<file path="src/shared/tlps_pkg.sv">
// constants and types shared by the two-level process scheduler
package tlps_pkg;
	localparam int ID_W = 4;
	localparam int QUEUE_DEPTH = 16;
	localparam int PTR_W = 5;

	localparam logic PRI_HIGH = 1'b0;
	localparam logic PRI_LOW = 1'b1;

	// timeslice period counted in reference_input_clock cycles
	localparam int SLICE_REF_CYCLES = 5120;
	localparam logic [12:0] SLICE_LAST = 13'(SLICE_REF_CYCLES - 1);
	localparam logic [12:0] SLICE_RESET = 13'h0000;

	// resume latency bounds in processor cycles; this design dispatches two cycles after ready
	localparam int LATENCY_TYP_CYC = 19;
	localparam int LATENCY_MAX_CYC = 53;

	typedef enum logic [1:0]
	{
		S_IDLE = 2'b00,
		S_RUN_LO = 2'b01,
		S_RUN_HI = 2'b11,
		S_HALTED = 2'b10
	} tlps_state_t;
endpackage : tlps_pkg

</file>
<file path="src/hw/tlps_scheduler.sv">
// two-level process scheduler: dispatch, timeslicing, error flag save and halt
// Operation
// - low priority runs only when no high priority process is ready or running
// - high priority process keeps processor until it waits or terminates
// - waiting processes are absent from queues and never dispatched
// - low priority processes timesliced every 5120 reference clock cycles
// - low process gets one to two periods, then rejoins queue tail
// - ready high priority process pre-empts low work within 53 cycles
// - failed runtime check sets the single error flag
// - halt-on-error option stops dispatching once the flag is set
// - after an error halt links keep running, state stays for analysis
// - pre-emption saves a copy of the error flag, live flag kept
// - resuming pre-empted low process restores saved error flag
// - link engines run concurrently, never stalled by the scheduler
`timescale 1ns/100ps
`default_nettype none
module tlps_scheduler
(
	// clock and reset
	input  wire logic                        clk,
	input  wire logic                        reset,
	// reference_input_clock, one pulse per cycle of it
	input  wire logic                        refTick,
	// process becomes ready (channel, timer or start)
	input  wire logic                        readyValid,
	output logic                             readyAccept,
	input  wire logic [tlps_pkg::ID_W-1:0]   readyId,
	input  wire logic                        readyPri,
	// events from the running process
	input  wire logic                        procWait,
	input  wire logic                        procEnd,
	input  wire logic                        checkFail,
	input  wire logic                        errorClear,
	// initialisation option
	input  wire logic                        haltOnError,
	// dispatch state
	output logic                             runValid,
	output logic [tlps_pkg::ID_W-1:0]        runId,
	output logic                             runPri,
	output logic                             dispatch,
	// error and system status
	output logic                             errorFlag,
	output logic                             halted,
	output logic                             linkRun
);
	typedef struct packed
	{
		tlps_pkg::tlps_state_t       state;
		logic [tlps_pkg::ID_W-1:0]   runId;
		logic                        preempted;
		logic [tlps_pkg::ID_W-1:0]   preemptId;
		logic                        errorFlag;
		logic                        savedError;
		logic [12:0]                 sliceCount;
		logic                        boundarySeen;
		logic                        dispatch;
	} tlps_sched_t;

	tlps_sched_t s;
	tlps_sched_t next_s;

	logic                      hiPushValid;
	logic                      hiPushReady;
	logic                      hiValid;
	logic                      hiPop;
	logic [tlps_pkg::ID_W-1:0] hiId;
	logic                      loPushValid;
	logic                      loPushReady;
	logic [tlps_pkg::ID_W-1:0] loPushId;
	logic                      loValid;
	logic                      loPop;
	logic [tlps_pkg::ID_W-1:0] loId;
	logic                      requeue;
	logic                      boundary;
	logic                      free;

	tlps_proc_queue u_hiQueue
	(
		.clk       (clk),
		.reset     (reset),
		.pushValid (hiPushValid),
		.pushReady (hiPushReady),
		.pushId    (readyId),
		.popValid  (hiValid),
		.popReady  (hiPop),
		.popId     (hiId)
	);

	tlps_proc_queue u_loQueue
	(
		.clk       (clk),
		.reset     (reset),
		.pushValid (loPushValid),
		.pushReady (loPushReady),
		.pushId    (loPushId),
		.popValid  (loValid),
		.popReady  (loPop),
		.popId     (loId)
	);

	assign boundary = refTick && (s.sliceCount == tlps_pkg::SLICE_LAST);

	// a sliced process owns the low push port; a new low arrival waits a cycle
	assign loPushId = requeue ? s.runId : readyId;
	assign loPushValid = requeue || (readyValid && readyPri == tlps_pkg::PRI_LOW);
	assign hiPushValid = readyValid && readyPri == tlps_pkg::PRI_HIGH;
	assign readyAccept = (readyPri == tlps_pkg::PRI_HIGH) ? hiPushReady : (loPushReady && !requeue);

	always_comb
	begin
		next_s = s;
		hiPop = 1'b0;
		loPop = 1'b0;
		requeue = 1'b0;
		free = 1'b0;
		next_s.dispatch = 1'b0;

		// period counter runs regardless of what is running
		if (refTick)
			next_s.sliceCount = boundary ? tlps_pkg::SLICE_RESET : s.sliceCount + 13'h0001;

		unique case (s.state)
			tlps_pkg::S_IDLE:
				free = 1'b1;
			tlps_pkg::S_RUN_HI:
			begin
				if (procWait || procEnd)
					free = 1'b1;
			end
			tlps_pkg::S_RUN_LO:
			begin
				if (boundary)
					next_s.boundarySeen = 1'b1;
				if (procWait || procEnd)
					free = 1'b1;
				else if (hiValid)
				begin
					// pre-empt: the low process is parked, not requeued
					next_s.preempted = 1'b1;
					next_s.preemptId = s.runId;
					next_s.savedError = s.errorFlag;
					free = 1'b1;
				end
				else if (boundary && s.boundarySeen)
				begin
					// second boundary seen gives between one and two periods
					requeue = 1'b1;
					free = 1'b1;
				end
			end
			tlps_pkg::S_HALTED:
				free = 1'b0;
		endcase

		if (free)
		begin
			next_s.state = tlps_pkg::S_IDLE;
			if (hiValid)
			begin
				hiPop = 1'b1;
				next_s.state = tlps_pkg::S_RUN_HI;
				next_s.runId = hiId;
				next_s.dispatch = 1'b1;
			end
			else if (next_s.preempted)
			begin
				// live flag from high priority work is discarded here
				next_s.preempted = 1'b0;
				next_s.state = tlps_pkg::S_RUN_LO;
				next_s.runId = next_s.preemptId;
				next_s.errorFlag = next_s.savedError;
				next_s.dispatch = 1'b1;
			end
			else if (loValid && !requeue)
			begin
				// no low pick in a requeue cycle, so a requeued process is never re-picked at once
				loPop = 1'b1;
				next_s.state = tlps_pkg::S_RUN_LO;
				next_s.runId = loId;
				next_s.boundarySeen = 1'b0;
				next_s.dispatch = 1'b1;
			end
		end
		else if (s.state != tlps_pkg::S_HALTED)
		begin
			// a set arriving with a clear wins
			if (errorClear)
				next_s.errorFlag = 1'b0;
			if (checkFail)
				next_s.errorFlag = 1'b1;
		end

		if (haltOnError && next_s.errorFlag && s.state != tlps_pkg::S_HALTED)
		begin
			// a dequeue of this cycle still takes effect; only state and dispatch are overridden
			next_s.state = tlps_pkg::S_HALTED;
			next_s.dispatch = 1'b0;
		end
	end

	always_ff @(posedge clk)
	begin
		if (reset)
		begin
			s.state <= tlps_pkg::S_IDLE;
			s.runId <= '0;
			s.preempted <= 1'b0;
			s.preemptId <= '0;
			s.errorFlag <= 1'b0;
			s.savedError <= 1'b0;
			s.sliceCount <= tlps_pkg::SLICE_RESET;
			s.boundarySeen <= 1'b0;
			s.dispatch <= 1'b0;
		end
		else
			s <= next_s;
	end

	assign runValid = (s.state == tlps_pkg::S_RUN_HI) || (s.state == tlps_pkg::S_RUN_LO);
	assign runId = s.runId;
	assign runPri = (s.state == tlps_pkg::S_RUN_LO) ? tlps_pkg::PRI_LOW : tlps_pkg::PRI_HIGH;
	assign dispatch = s.dispatch;
	assign errorFlag = s.errorFlag;
	assign halted = (s.state == tlps_pkg::S_HALTED);
	// link engines have their own memory port and never wait on dispatch
	assign linkRun = 1'b1;
endmodule : tlps_scheduler
`default_nettype wire

</file>
<file path="src/hw/tlps_proc_queue.sv">
// first-in first-out queue of ready process identifiers
`timescale 1ns/100ps
`default_nettype none
module tlps_proc_queue
(
	// clock and reset
	input  wire logic                        clk,
	input  wire logic                        reset,
	// filling side
	input  wire logic                        pushValid,
	output logic                             pushReady,
	input  wire logic [tlps_pkg::ID_W-1:0]   pushId,
	// draining side
	output logic                             popValid,
	input  wire logic                        popReady,
	output logic [tlps_pkg::ID_W-1:0]        popId
);
	typedef struct packed
	{
		logic [tlps_pkg::QUEUE_DEPTH-1:0][tlps_pkg::ID_W-1:0] slots;
		logic [tlps_pkg::PTR_W-1:0]                          head;
		logic [tlps_pkg::PTR_W-1:0]                          tail;
	} tlps_queue_t;

	tlps_queue_t q;
	tlps_queue_t next_q;
	logic        full;
	logic        empty;

	assign empty = (q.head == q.tail);
	assign full = (q.head[tlps_pkg::PTR_W-2:0] == q.tail[tlps_pkg::PTR_W-2:0])
		&& (q.head[tlps_pkg::PTR_W-1] != q.tail[tlps_pkg::PTR_W-1]);
	assign pushReady = !full;
	assign popValid = !empty;
	assign popId = q.slots[q.head[tlps_pkg::PTR_W-2:0]];

	always_comb
	begin
		next_q = q;
		if (pushValid && !full)
		begin
			next_q.slots[q.tail[tlps_pkg::PTR_W-2:0]] = pushId;
			next_q.tail = q.tail + 5'h01;
		end
		if (popReady && !empty)
			next_q.head = q.head + 5'h01;
	end

	always_ff @(posedge clk)
	begin
		if (reset)
			q <= '0;
		else
			q <= next_q;
	end
endmodule : tlps_proc_queue
`default_nettype wire

</file>
<file path="config.mk">
export PLATFORM = sky130hd
export DESIGN_NAME = tlps_scheduler
export DESIGN_NICKNAME = d
export VERILOG_FILES = /design/src/shared/tlps_pkg.sv /design/src/hw/tlps_scheduler.sv /design/src/hw/tlps_proc_queue.sv
export SDC_FILE = /design/constraint.sdc
export NUM_CORES = 1
export LEC_CHECK = 0
export CORE_ASPECT_RATIO = 0.7
export CORE_MARGIN = 3
export CORE_UTILIZATION = 59
export CTS_CLUSTER_DIAMETER = 150
export DETAILED_ROUTE_END_ITERATION = 7
export DONT_BUFFER_PORTS = 1
export PLACE_DENSITY = 0.79
export SLEW_MARGIN = 20
export SYNTH_ARGS = -nofsm -noshare
export SYNTH_HDL_FRONTEND = slang
export SYNTH_SLANG_ARGS = --single-unit
</file>
<file path="constraint.sdc">
create_clock -name clk -period 2.59 [get_ports clk]
set_clock_uncertainty 0.05 [all_clocks]
set_input_delay 0.518 -clock clk [delete_from_list [all_inputs] [get_ports clk]]
set_output_delay 0.518 -clock clk [all_outputs]
set_load 0.01 [all_outputs]
</file>
==> results of run 1 <==
## layer usage
metal,track usage [%],up-vias
met4,7.98,0
li1,-,2835
met3,8.59,49
met1,36.9,3012
met5,0,-
met2,38.9,293
## stage by stage
step / setup WS (ps) / area (µm²)
floorplan: 250 / 8300
global placement: 194 / 8450
detailed placement: 83.0 / 8450
CTS: 3.50 / 9050
global route: 19.6 / 9070
finish: 116 / 9070
## cells in the final DEF, fill, tap and decap left out, types with 4 or more instances in the layout
cell type	n
xor2_1	15
mux2_2	8
nand3_1	31
nor2b_1	5
nand3_2	8
mux4_2	34
o211ai_1	4
nand2_1	95
ha_1	11
dfxtp_1	173
clkbuf_16	17
a21oi_1	19
nand2b_1	4
o21ai_0	12
a21o_1	4
mux2i_1	135
buf_4	28
clkinv_4	5
xnor2_1	19
nor2_1	103
inv_1	10
nand4_1	14
and3_1	4
nor3_1	5
## worst paths after layout
check	to	slack, ps	cells past startpoint
max	readyAccept	120	5
min	s[19]	140	1
max reg2reg	u_loQueue.q[20]	160	8
min reg2reg	s[15]	410	2
## area by class of cell
class | instances | area share [%]
clock buffers | 18 | 4.84
clock inverters | 14 | 1.46
inverters | 11 | 0.455
multi-input cells | 572 | 49.2
flip-flops and latches | 176 | 38.9
well taps | 185 | 2.55
repair buffers | 29 | 2.54
## cell families (layout without fill, tap and decap cells)
kind of cell | Yosys count | after routing | synth area share [%]
multiplexers | 178 | 178 | 26.7
adder cells (fa/ha/maj) | 11 | 11 | 1.66
flip-flops | 176 | 176 | 42.4
XOR/XNOR | 34 | 34 | 3.59
AND/OR/NAND/NOR | 288 | 288 | 16.3
other | 1 | 1 | 0.0452
AO/OA/AOI/OAI | 60 | 60 | 5.18
buffers and inverters | 73 | 72 | 4.04
## sequential cells by signal (all words and copies together) (netlist names)
signal and count:
u_hiQueue.q 74, u_loQueue.q 74, s 22, runId 4
dispatch 1, errorFlag 1
## power breakdown
part           internal (mW)  switching [mW]
sequential              2.79           0.114
combinational          0.570           0.775
clock                   1.36            1.11
total                   4.72            2.00
## Yosys cell counts (3+ instances only)
| cell | instances | area share, % |
|---|---|---|
| nor2b_1 | 6 | 0.45 |
| nand2_1 | 95 | 4.3 |
| mux2_2 | 8 | 1.1 |
| buf_2 | 18 | 1.1 |
| clkbuf_1 | 30 | 1.4 |
| o21ai_0 | 13 | 0.78 |
| and4_1 | 3 | 0.32 |
| o211ai_1 | 4 | 0.36 |
| nand4_1 | 14 | 1.1 |
| xor2_1 | 15 | 1.6 |
| dfxtp_1 | 176 | 42 |
| ha_1 | 11 | 1.7 |
| a31oi_1 | 3 | 0.23 |
| nand3_1 | 31 | 1.9 |
| buf_4 | 6 | 0.54 |
| inv_1 | 11 | 0.50 |
| and3_1 | 5 | 0.38 |
| nor3_1 | 5 | 0.30 |
| nand2b_1 | 4 | 0.30 |
| mux4_2 | 34 | 9.2 |
| mux2i_1 | 135 | 16 |
| nor2_1 | 103 | 4.7 |
| buf_1 | 5 | 0.23 |
| a21o_1 | 4 | 0.36 |
| and2b_1 | 3 | 0.27 |
| xnor2_1 | 19 | 2.0 |
| nand3_2 | 8 | 0.96 |
| a21oi_1 | 19 | 1.1 |
## what timing repair did
action | CTS | global route
hold endpoints to repair | 0 | 0
endpoints found under the setup margin | 1 | 14
resized for setup | 3 | 7
setup buffers | 3 | 0
==> results.sh, run 1 <==
export IMPL_setup_viol_count_final=0
export IMPL_clk_pin_slew_ps=70
export IMPL_status="finished clean"
export IMPL_num_fill_cells=966
export IMPL_die_h_um=105
export IMPL_synth_edf_count=0
export IMPL_dpl_cell_count=970
export IMPL_wirelength_um=20000
export IMPL_worst_path_buf_inv=0
export IMPL_ys_seq_area_share_pct=42.4
export IMPL_worstSetupPathType="reg -> out"
export IMPL_antenna_found_initial=0
export IMPL_cap_violations=0
export IMPL_first_pass_iters=6
export IMPL_cts_sinks=176
export IMPL_fmax_mhz=404
export IMPL_syn2layout_area_growth_pct=9.19
export IMPL_yosys_warnings=0
export IMPL_synth_ff_type="dfxtp_1"
export IMPL_worstSetupEndpointType="output pin"
export IMPL_wl_per_cell_um=19.9
export IMPL_peakVddDrop_uv=515
export IMPL_crit_path_top_delay_cell="dfxtp_1"
export IMPL_core_region_area_um2=13400
export IMPL_grt_pass1_wl_um=32200
export IMPL_io_buffers=0
export IMPL_path_max_fanout=6
export IMPL_num_rows=35
export IMPL_yosysUniqueCellTypes=56
export IMPL_clockBufferDepth=2
export IMPL_power_density_nw_per_um2=742
export IMPL_timing_hold_ws_ps=136
export IMPL_syn_nets=846
export IMPL_drc_errors=0
export IMPL_postSynth_asyncResetShare_pct=0
export IMPL_ant_nets=0
export IMPL_dieWidth_um=148
export IMPL_critPathTopFamily="simple AND/OR/NAND/NOR gates"
export IMPL_clock_latency_ps=430
export IMPL_via_count=6189
export IMPL_fp_dieArea_um2=15600
export IMPL_cts_root_buf="clkbuf_16"
export IMPL_nets=832
export IMPL_p_leak_nw=4.04
export IMPL_synthCells=821
export IMPL_finalMaxSlewViolations=0
export IMPL_wl_met2_um=8780
export IMPL_hold_path_class="in -> reg"
export IMPL_start_util_pct=61.8
export IMPL_routed_top_layer="met4"
export IMPL_place_congestion=0.864
export IMPL_regArea_um2=3530
export IMPL_multi_input_area_um2=4460
export IMPL_grt_pass1_vias=6098
export IMPL_grt_total_usage_pct=26.3
export IMPL_final_hold_violation_count=0
export IMPL_layoutNonFillerInstCount=1005
export IMPL_h_tree_depth=4
export IMPL_grt_setup_unrepaired="false"
export IMPL_via_per_inst=6.16
export IMPL_synth_area_um2=8300
export IMPL_ys_seq_elements=176
export IMPL_drt_iter0_markers=696
export IMPL_critPathLaunchType="flip-flop"
export IMPL_dr_wl_met3_um=2060
export IMPL_critPathRequiredTime_ps=2020
export IMPL_diodes=0
export IMPL_holdBufCountCts=0
export IMPL_worstReg2RegStart="s[3]"
export IMPL_syn_avg_cell_area_um2=10.1
export IMPL_fin_crit_sh_pct=95.5
export IMPL_dp_hpwl_um=13800
export IMPL_hold_start="reset"
export IMPL_numCtsBuffers=17
export IMPL_cts_tree="done"
export IMPL_path_cells="xnor2_1 -> nand4_1 -> nor2b_2 -> nand3b_1 -> o21ai_2"
export IMPL_max_slew_worst_pin_slew_ps=728
export IMPL_maxSlewHeadroom_pct=51.4
export IMPL_finalCriticalPeriod_ps=2470
export IMPL_drt_met1_wl_um=8810
export IMPL_grt_ovfl_total=0
export IMPL_grt_max_degree=102
export IMPL_slowest_delay_ps=490
export IMPL_crit_arrival_ps=1910
export IMPL_finalSetupTns_ps=0
export IMPL_num_io_pins=25
export IMPL_fin_util_pct=67.4
export IMPL_drive_above_1_share_pct=15.7
export IMPL_finalPower_mw=6.73
export IMPL_crit_start="u_loQueue.q[0]"
(Power assumes the default switching activity.)
==> run 2: changes to the inputs <==
CORE_UTILIZATION = 65   (was 59)
PLACE_DENSITY = 0.85   (was 0.79)
clock period = 2.9 ns   (was 2.59 ns; I/O delays follow)
==> run 2 against run 1 <==
Critical path depth is the same. Clock-buffer cell count shrank 1. Largest power group unchanged. Die area shrank 8.8%. Largest cell class unchanged. Via count grew 0.95%. Wire length shrank 0.20%. Total power shrank 11%.
==> results.sh, run 2 (synthesis gave the netlist of run 1 again) <==
export IMPL_worst_path_buf_inv=0
export IMPL_nets=824
export IMPL_dr_wl_met3_um=2120
export IMPL_fmax_mhz=359
export IMPL_cap_violations=0
export IMPL_die_h_um=101
export IMPL_num_fill_cells=773
export IMPL_num_rows=33
export IMPL_holdBufCountCts=0
export IMPL_io_buffers=0
export IMPL_via_per_inst=6.45
export IMPL_slowest_delay_ps=550
export IMPL_grt_pass1_wl_um=32200
export IMPL_maxSlewHeadroom_pct=36.4
export IMPL_clk_pin_slew_ps=70
export IMPL_h_tree_depth=4
export IMPL_crit_arrival_ps=2160
export IMPL_ant_nets=0
export IMPL_numCtsBuffers=17
export IMPL_p_leak_nw=4.00
export IMPL_path_cells="xnor2_1 -> and4_1 -> nand4_4 -> nand3b_1 -> o21ai_0"
export IMPL_max_slew_worst_pin_slew_ps=954
export IMPL_path_max_fanout=9
export IMPL_grt_total_usage_pct=29.0
export IMPL_dieWidth_um=141
export IMPL_critPathLaunchType="flip-flop"
export IMPL_first_pass_iters=7
export IMPL_num_io_pins=25
export IMPL_layout_common_cells="176 x dfxtp_1, 135 x mux2i_1, 103 x nor2_1, 95 x nand2_1, 34 x mux4_2"
export IMPL_finalMaxSlewViolations=0
export IMPL_diodes=0
export IMPL_wl_met2_um=9060
export IMPL_power_density_nw_per_um2=667
export IMPL_final_setup_worst_slack_ps=112
export IMPL_fp_dieArea_um2=14200
export IMPL_drive_above_1_share_pct=14.2
export IMPL_peakVddDrop_uv=520
export IMPL_drc_errors=0
export IMPL_clockBufferDepth=2
export IMPL_hold_path_class="in -> reg"
export IMPL_dp_hpwl_um=13700
export IMPL_finalCriticalPeriod_ps=2790
export IMPL_dpl_worst_slack_ps=406
export IMPL_routed_top_layer="met5"
export IMPL_cts_sinks=176
export IMPL_drt_iter0_markers=678
export IMPL_mostFrequentLayoutCell="dfxtp_1"
export IMPL_worstSetupPathType="reg -> out"
export IMPL_syn2layout_area_growth_pct=7.59
export IMPL_design_area_um2=8930
export IMPL_fin_crit_sh_pct=96.1
export IMPL_postPlaceCellArea_um2=8360
export IMPL_wirelength_um=20000
export IMPL_finalSetupTns_ps=0
export IMPL_grt_ovfl_total=0
export IMPL_cts_tree="done"
export IMPL_largest_registers="u_hiQueue.q (74), u_loQueue.q (74), s (22)"
export IMPL_core_region_area_um2=12100
export IMPL_crit_path_top_delay_cell="dfxtp_1"
export IMPL_status="finished clean"
export IMPL_drt_met1_wl_um=8390
export IMPL_grt_pass1_vias=6190
export IMPL_via_count=6248
export IMPL_setup_viol_count_final=0
export IMPL_grt_max_degree=102
export IMPL_final_hold_violation_count=0
export IMPL_grt_setup_unrepaired="false"
export IMPL_critPathRequiredTime_ps=2270
export IMPL_antenna_found_initial=1
export IMPL_worstSetupEndpointType="output pin"
export IMPL_place_congestion=0.911
export IMPL_critPathTopFamily="simple AND/OR/NAND/NOR gates"
export IMPL_start_util_pct=68.6
export IMPL_wl_per_cell_um=20.6
export IMPL_cts_root_buf="clkbuf_16"
export IMPL_clock_latency_ps=430
[run 2: what timing repair did]
action	4_1_cts	5_1_grt
buffers inserted	0	0
setup endpoints to repair	0	1
gates resized for setup	0	1
[run 2: through the flow]
| step | power (mW) | hold WS [ps] | instances | utilization (%) |
|---|---|---|---|---|
| floorplan | 3.54 | 383 | 821 | - |
| global placement | 3.70 | 387 | 937 | 69.1 |
| detailed placement | 3.75 | 397 | 937 | 69.1 |
| CTS | 5.93 | 158 | 969 | 73.8 |
| global route | 6.15 | 155 | 969 | 73.8 |
| finish | 5.96 | 158 | 969 | 73.8 |
[run 2: layout make-up]
type                       instances  area [µm²]  share of cell area (%)
inverter                          11        41.3                   0.462
timing repair buffer              21         158                    1.76
tap                              157         196                    2.20
multi-input combinational        572        4450                    49.8
clock buffer                      17         425                    4.76
sequential                       176        3520                    39.4
clock inverter                    15         144                    1.61
[run 2: where the power goes]
group          internal (mW)  total, mW  switching (mW)
Combinational          0.459       1.15           0.690
Clock                   1.14       2.21            1.07
Sequential              2.49       2.60           0.105
Total                   4.09       5.96            1.87
[run 2: routing by layer]
| layer | GRT usage (%) | vias to the layer above |
|---|---|---|
| li1 | - | 2825 |
| met2 | 45.3 | 339 |
| met5 | 0 | - |
| met3 | 9.25 | 62 |
| met4 | 8.56 | 2 |
| met1 | 39.0 | 3020 |
[run 2: final timing paths]
path                                      start         endpoint  slack [ps]  cells after the start
worst min register to register  u_loQueue.q[49]  u_loQueue.q[49]         410                      2
worst max-delay path             u_hiQueue.q[3]      readyAccept         110                      5
worst min-delay path                      reset  u_hiQueue.q[36]         160                      1
worst max register to register             s[2]         runId[2]         290                      7
==> run 3: changes to the inputs <==
CORE_UTILIZATION = 64   (was 65)
PLACE_DENSITY = 0.84   (was 0.85)
clock period = 3 ns   (was 2.9 ns; I/O delays follow)
==> run 3 against run 2 <==
Total power decreased by 2.8%. Core utilization decreased by 2.8 points. Critical path depth unchanged. Sequential share of layout area increased by 0.055 points. Combinational power about the same. Wire length decreased by 0.57%. Setup slack improved by 31 ps. Via count decreased by 1.8%. Largest cell class unchanged. Largest power group unchanged.
==> results.sh, run 3 (synthesis gave the netlist of run 1 again) <==
export IMPL_place_congestion=0.911
export IMPL_critPathRequiredTime_ps=2350
export IMPL_crit_start="u_loQueue.q[6]"
export IMPL_grt_pass1_wl_um=31800
export IMPL_clockBufferDepth=2
export IMPL_peakVddDrop_uv=584
export IMPL_finalSetupTns_ps=0
export IMPL_drt_met1_wl_um=8540
export IMPL_core_region_area_um2=12500
export IMPL_rr_endpoint="u_loQueue.q[22]"
export IMPL_setup_viol_count_final=0
export IMPL_via_per_inst=6.31
export IMPL_grt_ovfl_total=0
export IMPL_cap_violations=0
export IMPL_cts_setup_buffers=0
export IMPL_dp_hpwl_um=13300
export IMPL_max_slew_worst_pin_slew_ps=818
export IMPL_fin_util_pct=71.1
export IMPL_num_io_pins=25
export IMPL_grt_setup_unrepaired="false"
export IMPL_layoutNonFillerInstCount=972
export IMPL_critPathLaunchType="flip-flop"
export IMPL_numCtsBuffers=17
export IMPL_io_buffers=0
export IMPL_hold_path_class="in -> reg"
export IMPL_via_count=6133
export IMPL_crit_path_top_delay_cell="dfxtp_1"
export IMPL_die_h_um=101
export IMPL_worstSetupPathType="reg -> out"
export IMPL_path_max_fanout=9
export IMPL_nets=822
export IMPL_holdBufCountCts=0
export IMPL_fmax_mhz=350
export IMPL_cts_repair_resized=0
export IMPL_dr_wl_met3_um=2050
export IMPL_drive_above_1_share_pct=13.8
export IMPL_ant_nets=0
export IMPL_postPlaceCellArea_um2=8350
export IMPL_dpl_worst_slack_ps=395
export IMPL_fp_dieArea_um2=14400
export IMPL_antenna_found_initial=0
export IMPL_cts_sinks=176
export IMPL_start_util_pct=66.2
export IMPL_fin_crit_sh_pct=95.2
export IMPL_grt_max_degree=102
export IMPL_diodes=0
export IMPL_clk_pin_slew_ps=70
export IMPL_wl_met2_um=8990
export IMPL_design_area_um2=8920
export IMPL_routed_top_layer="met4"
export IMPL_num_rows=34
export IMPL_dieWidth_um=142
export IMPL_clock_latency_ps=430
export IMPL_finalMaxSlewViolations=0
export IMPL_status="finished clean"
export IMPL_dpl_cell_count=940
export IMPL_final_setup_worst_slack_ps=143
export IMPL_wl_per_cell_um=20.4
export IMPL_r2r_slack_ps=370
export IMPL_cts_tree="done"
export IMPL_drt_iter0_markers=688
export IMPL_crit_arrival_ps=2210
export IMPL_crit_end="readyAccept"
export IMPL_path_cells="xnor2_1 -> nand4_1 -> nor2b_1 -> nand3b_1 -> o21ai_0"
export IMPL_hold_start="reset"
export IMPL_slowest_delay_ps=570
export IMPL_grt_pass1_vias=6169
export IMPL_critPathTopFamily="simple AND/OR/NAND/NOR gates"
export IMPL_reg2reg_depth=7
export IMPL_wirelength_um=19900
export IMPL_largest_registers="u_hiQueue.q (74), u_loQueue.q (74), s (22)"
export IMPL_worstSetupEndpointType="output pin"
export IMPL_h_tree_depth=4
export IMPL_power_density_nw_per_um2=649
export IMPL_drc_errors=0
export IMPL_worstReg2RegStart="s[2]"
export IMPL_worst_path_buf_inv=0
export IMPL_final_hold_violation_count=0
export IMPL_maxSlewHeadroom_pct=45.5
export IMPL_cp_depth=5
export IMPL_grt_total_usage_pct=28.2
export IMPL_syn2layout_area_growth_pct=7.44
export IMPL_finalCriticalPeriod_ps=2860
export IMPL_cts_root_buf="clkbuf_16"
export IMPL_layout_common_cells="176 x dfxtp_1, 135 x mux2i_1, 103 x nor2_1, 95 x nand2_1, 34 x mux4_2"
export IMPL_mostFrequentLayoutCell="dfxtp_1"
export IMPL_p_leak_nw=3.99
export IMPL_first_pass_iters=6
==> run 3: worst min path at each step <==
| stage | slack (ps) | cells after the start | to |
|---|---|---|---|
| after CTS | 180 | 1 | u_hiQueue.q[0] |
| final | 180 | 1 | u_hiQueue.q[26] |
| after global routing | 170 | 1 | u_hiQueue.q[15] |
| after global placement | 390 | 2 | s[15] |
| after floorplan | 380 | 2 | s[15] |
| after detailed placement | 400 | 2 | s[20] |
==> run 3: layer usage <==
layer | track usage (%) | vias to the layer above
met5 | 0 | -
met4 | 8.48 | 0
met3 | 8.26 | 32
met2 | 44.4 | 294
met1 | 38.3 | 2986
li1 | - | 2821
==> run 3: power breakdown <==
group	internal, mW	total, mW	switching, mW
combinational	0.448	1.13	0.678
clock	1.10	2.15	1.04
sequential	2.41	2.52	0.109
total	3.96	5.79	1.83
==> run 3: cell type report <==
cell class | count | area, µm²
clock inverter | 15 | 141
fill | 840 | 3630
inverter | 11 | 41.3
sequential | 176 | 3520
multi-input combinational | 572 | 4440
clock buffer | 17 | 425
tap | 162 | 203
timing repair buffer | 19 | 143
==> run 3: metrics by stage <==
stage          power (mW)  hold slack, ps
2_1_floorplan        3.43             383
3_3_place_gp         3.59             385
3_5_place_dp         3.64             396
4_1_cts              5.76             183
5_1_grt              5.98             172
6_report             5.79             182
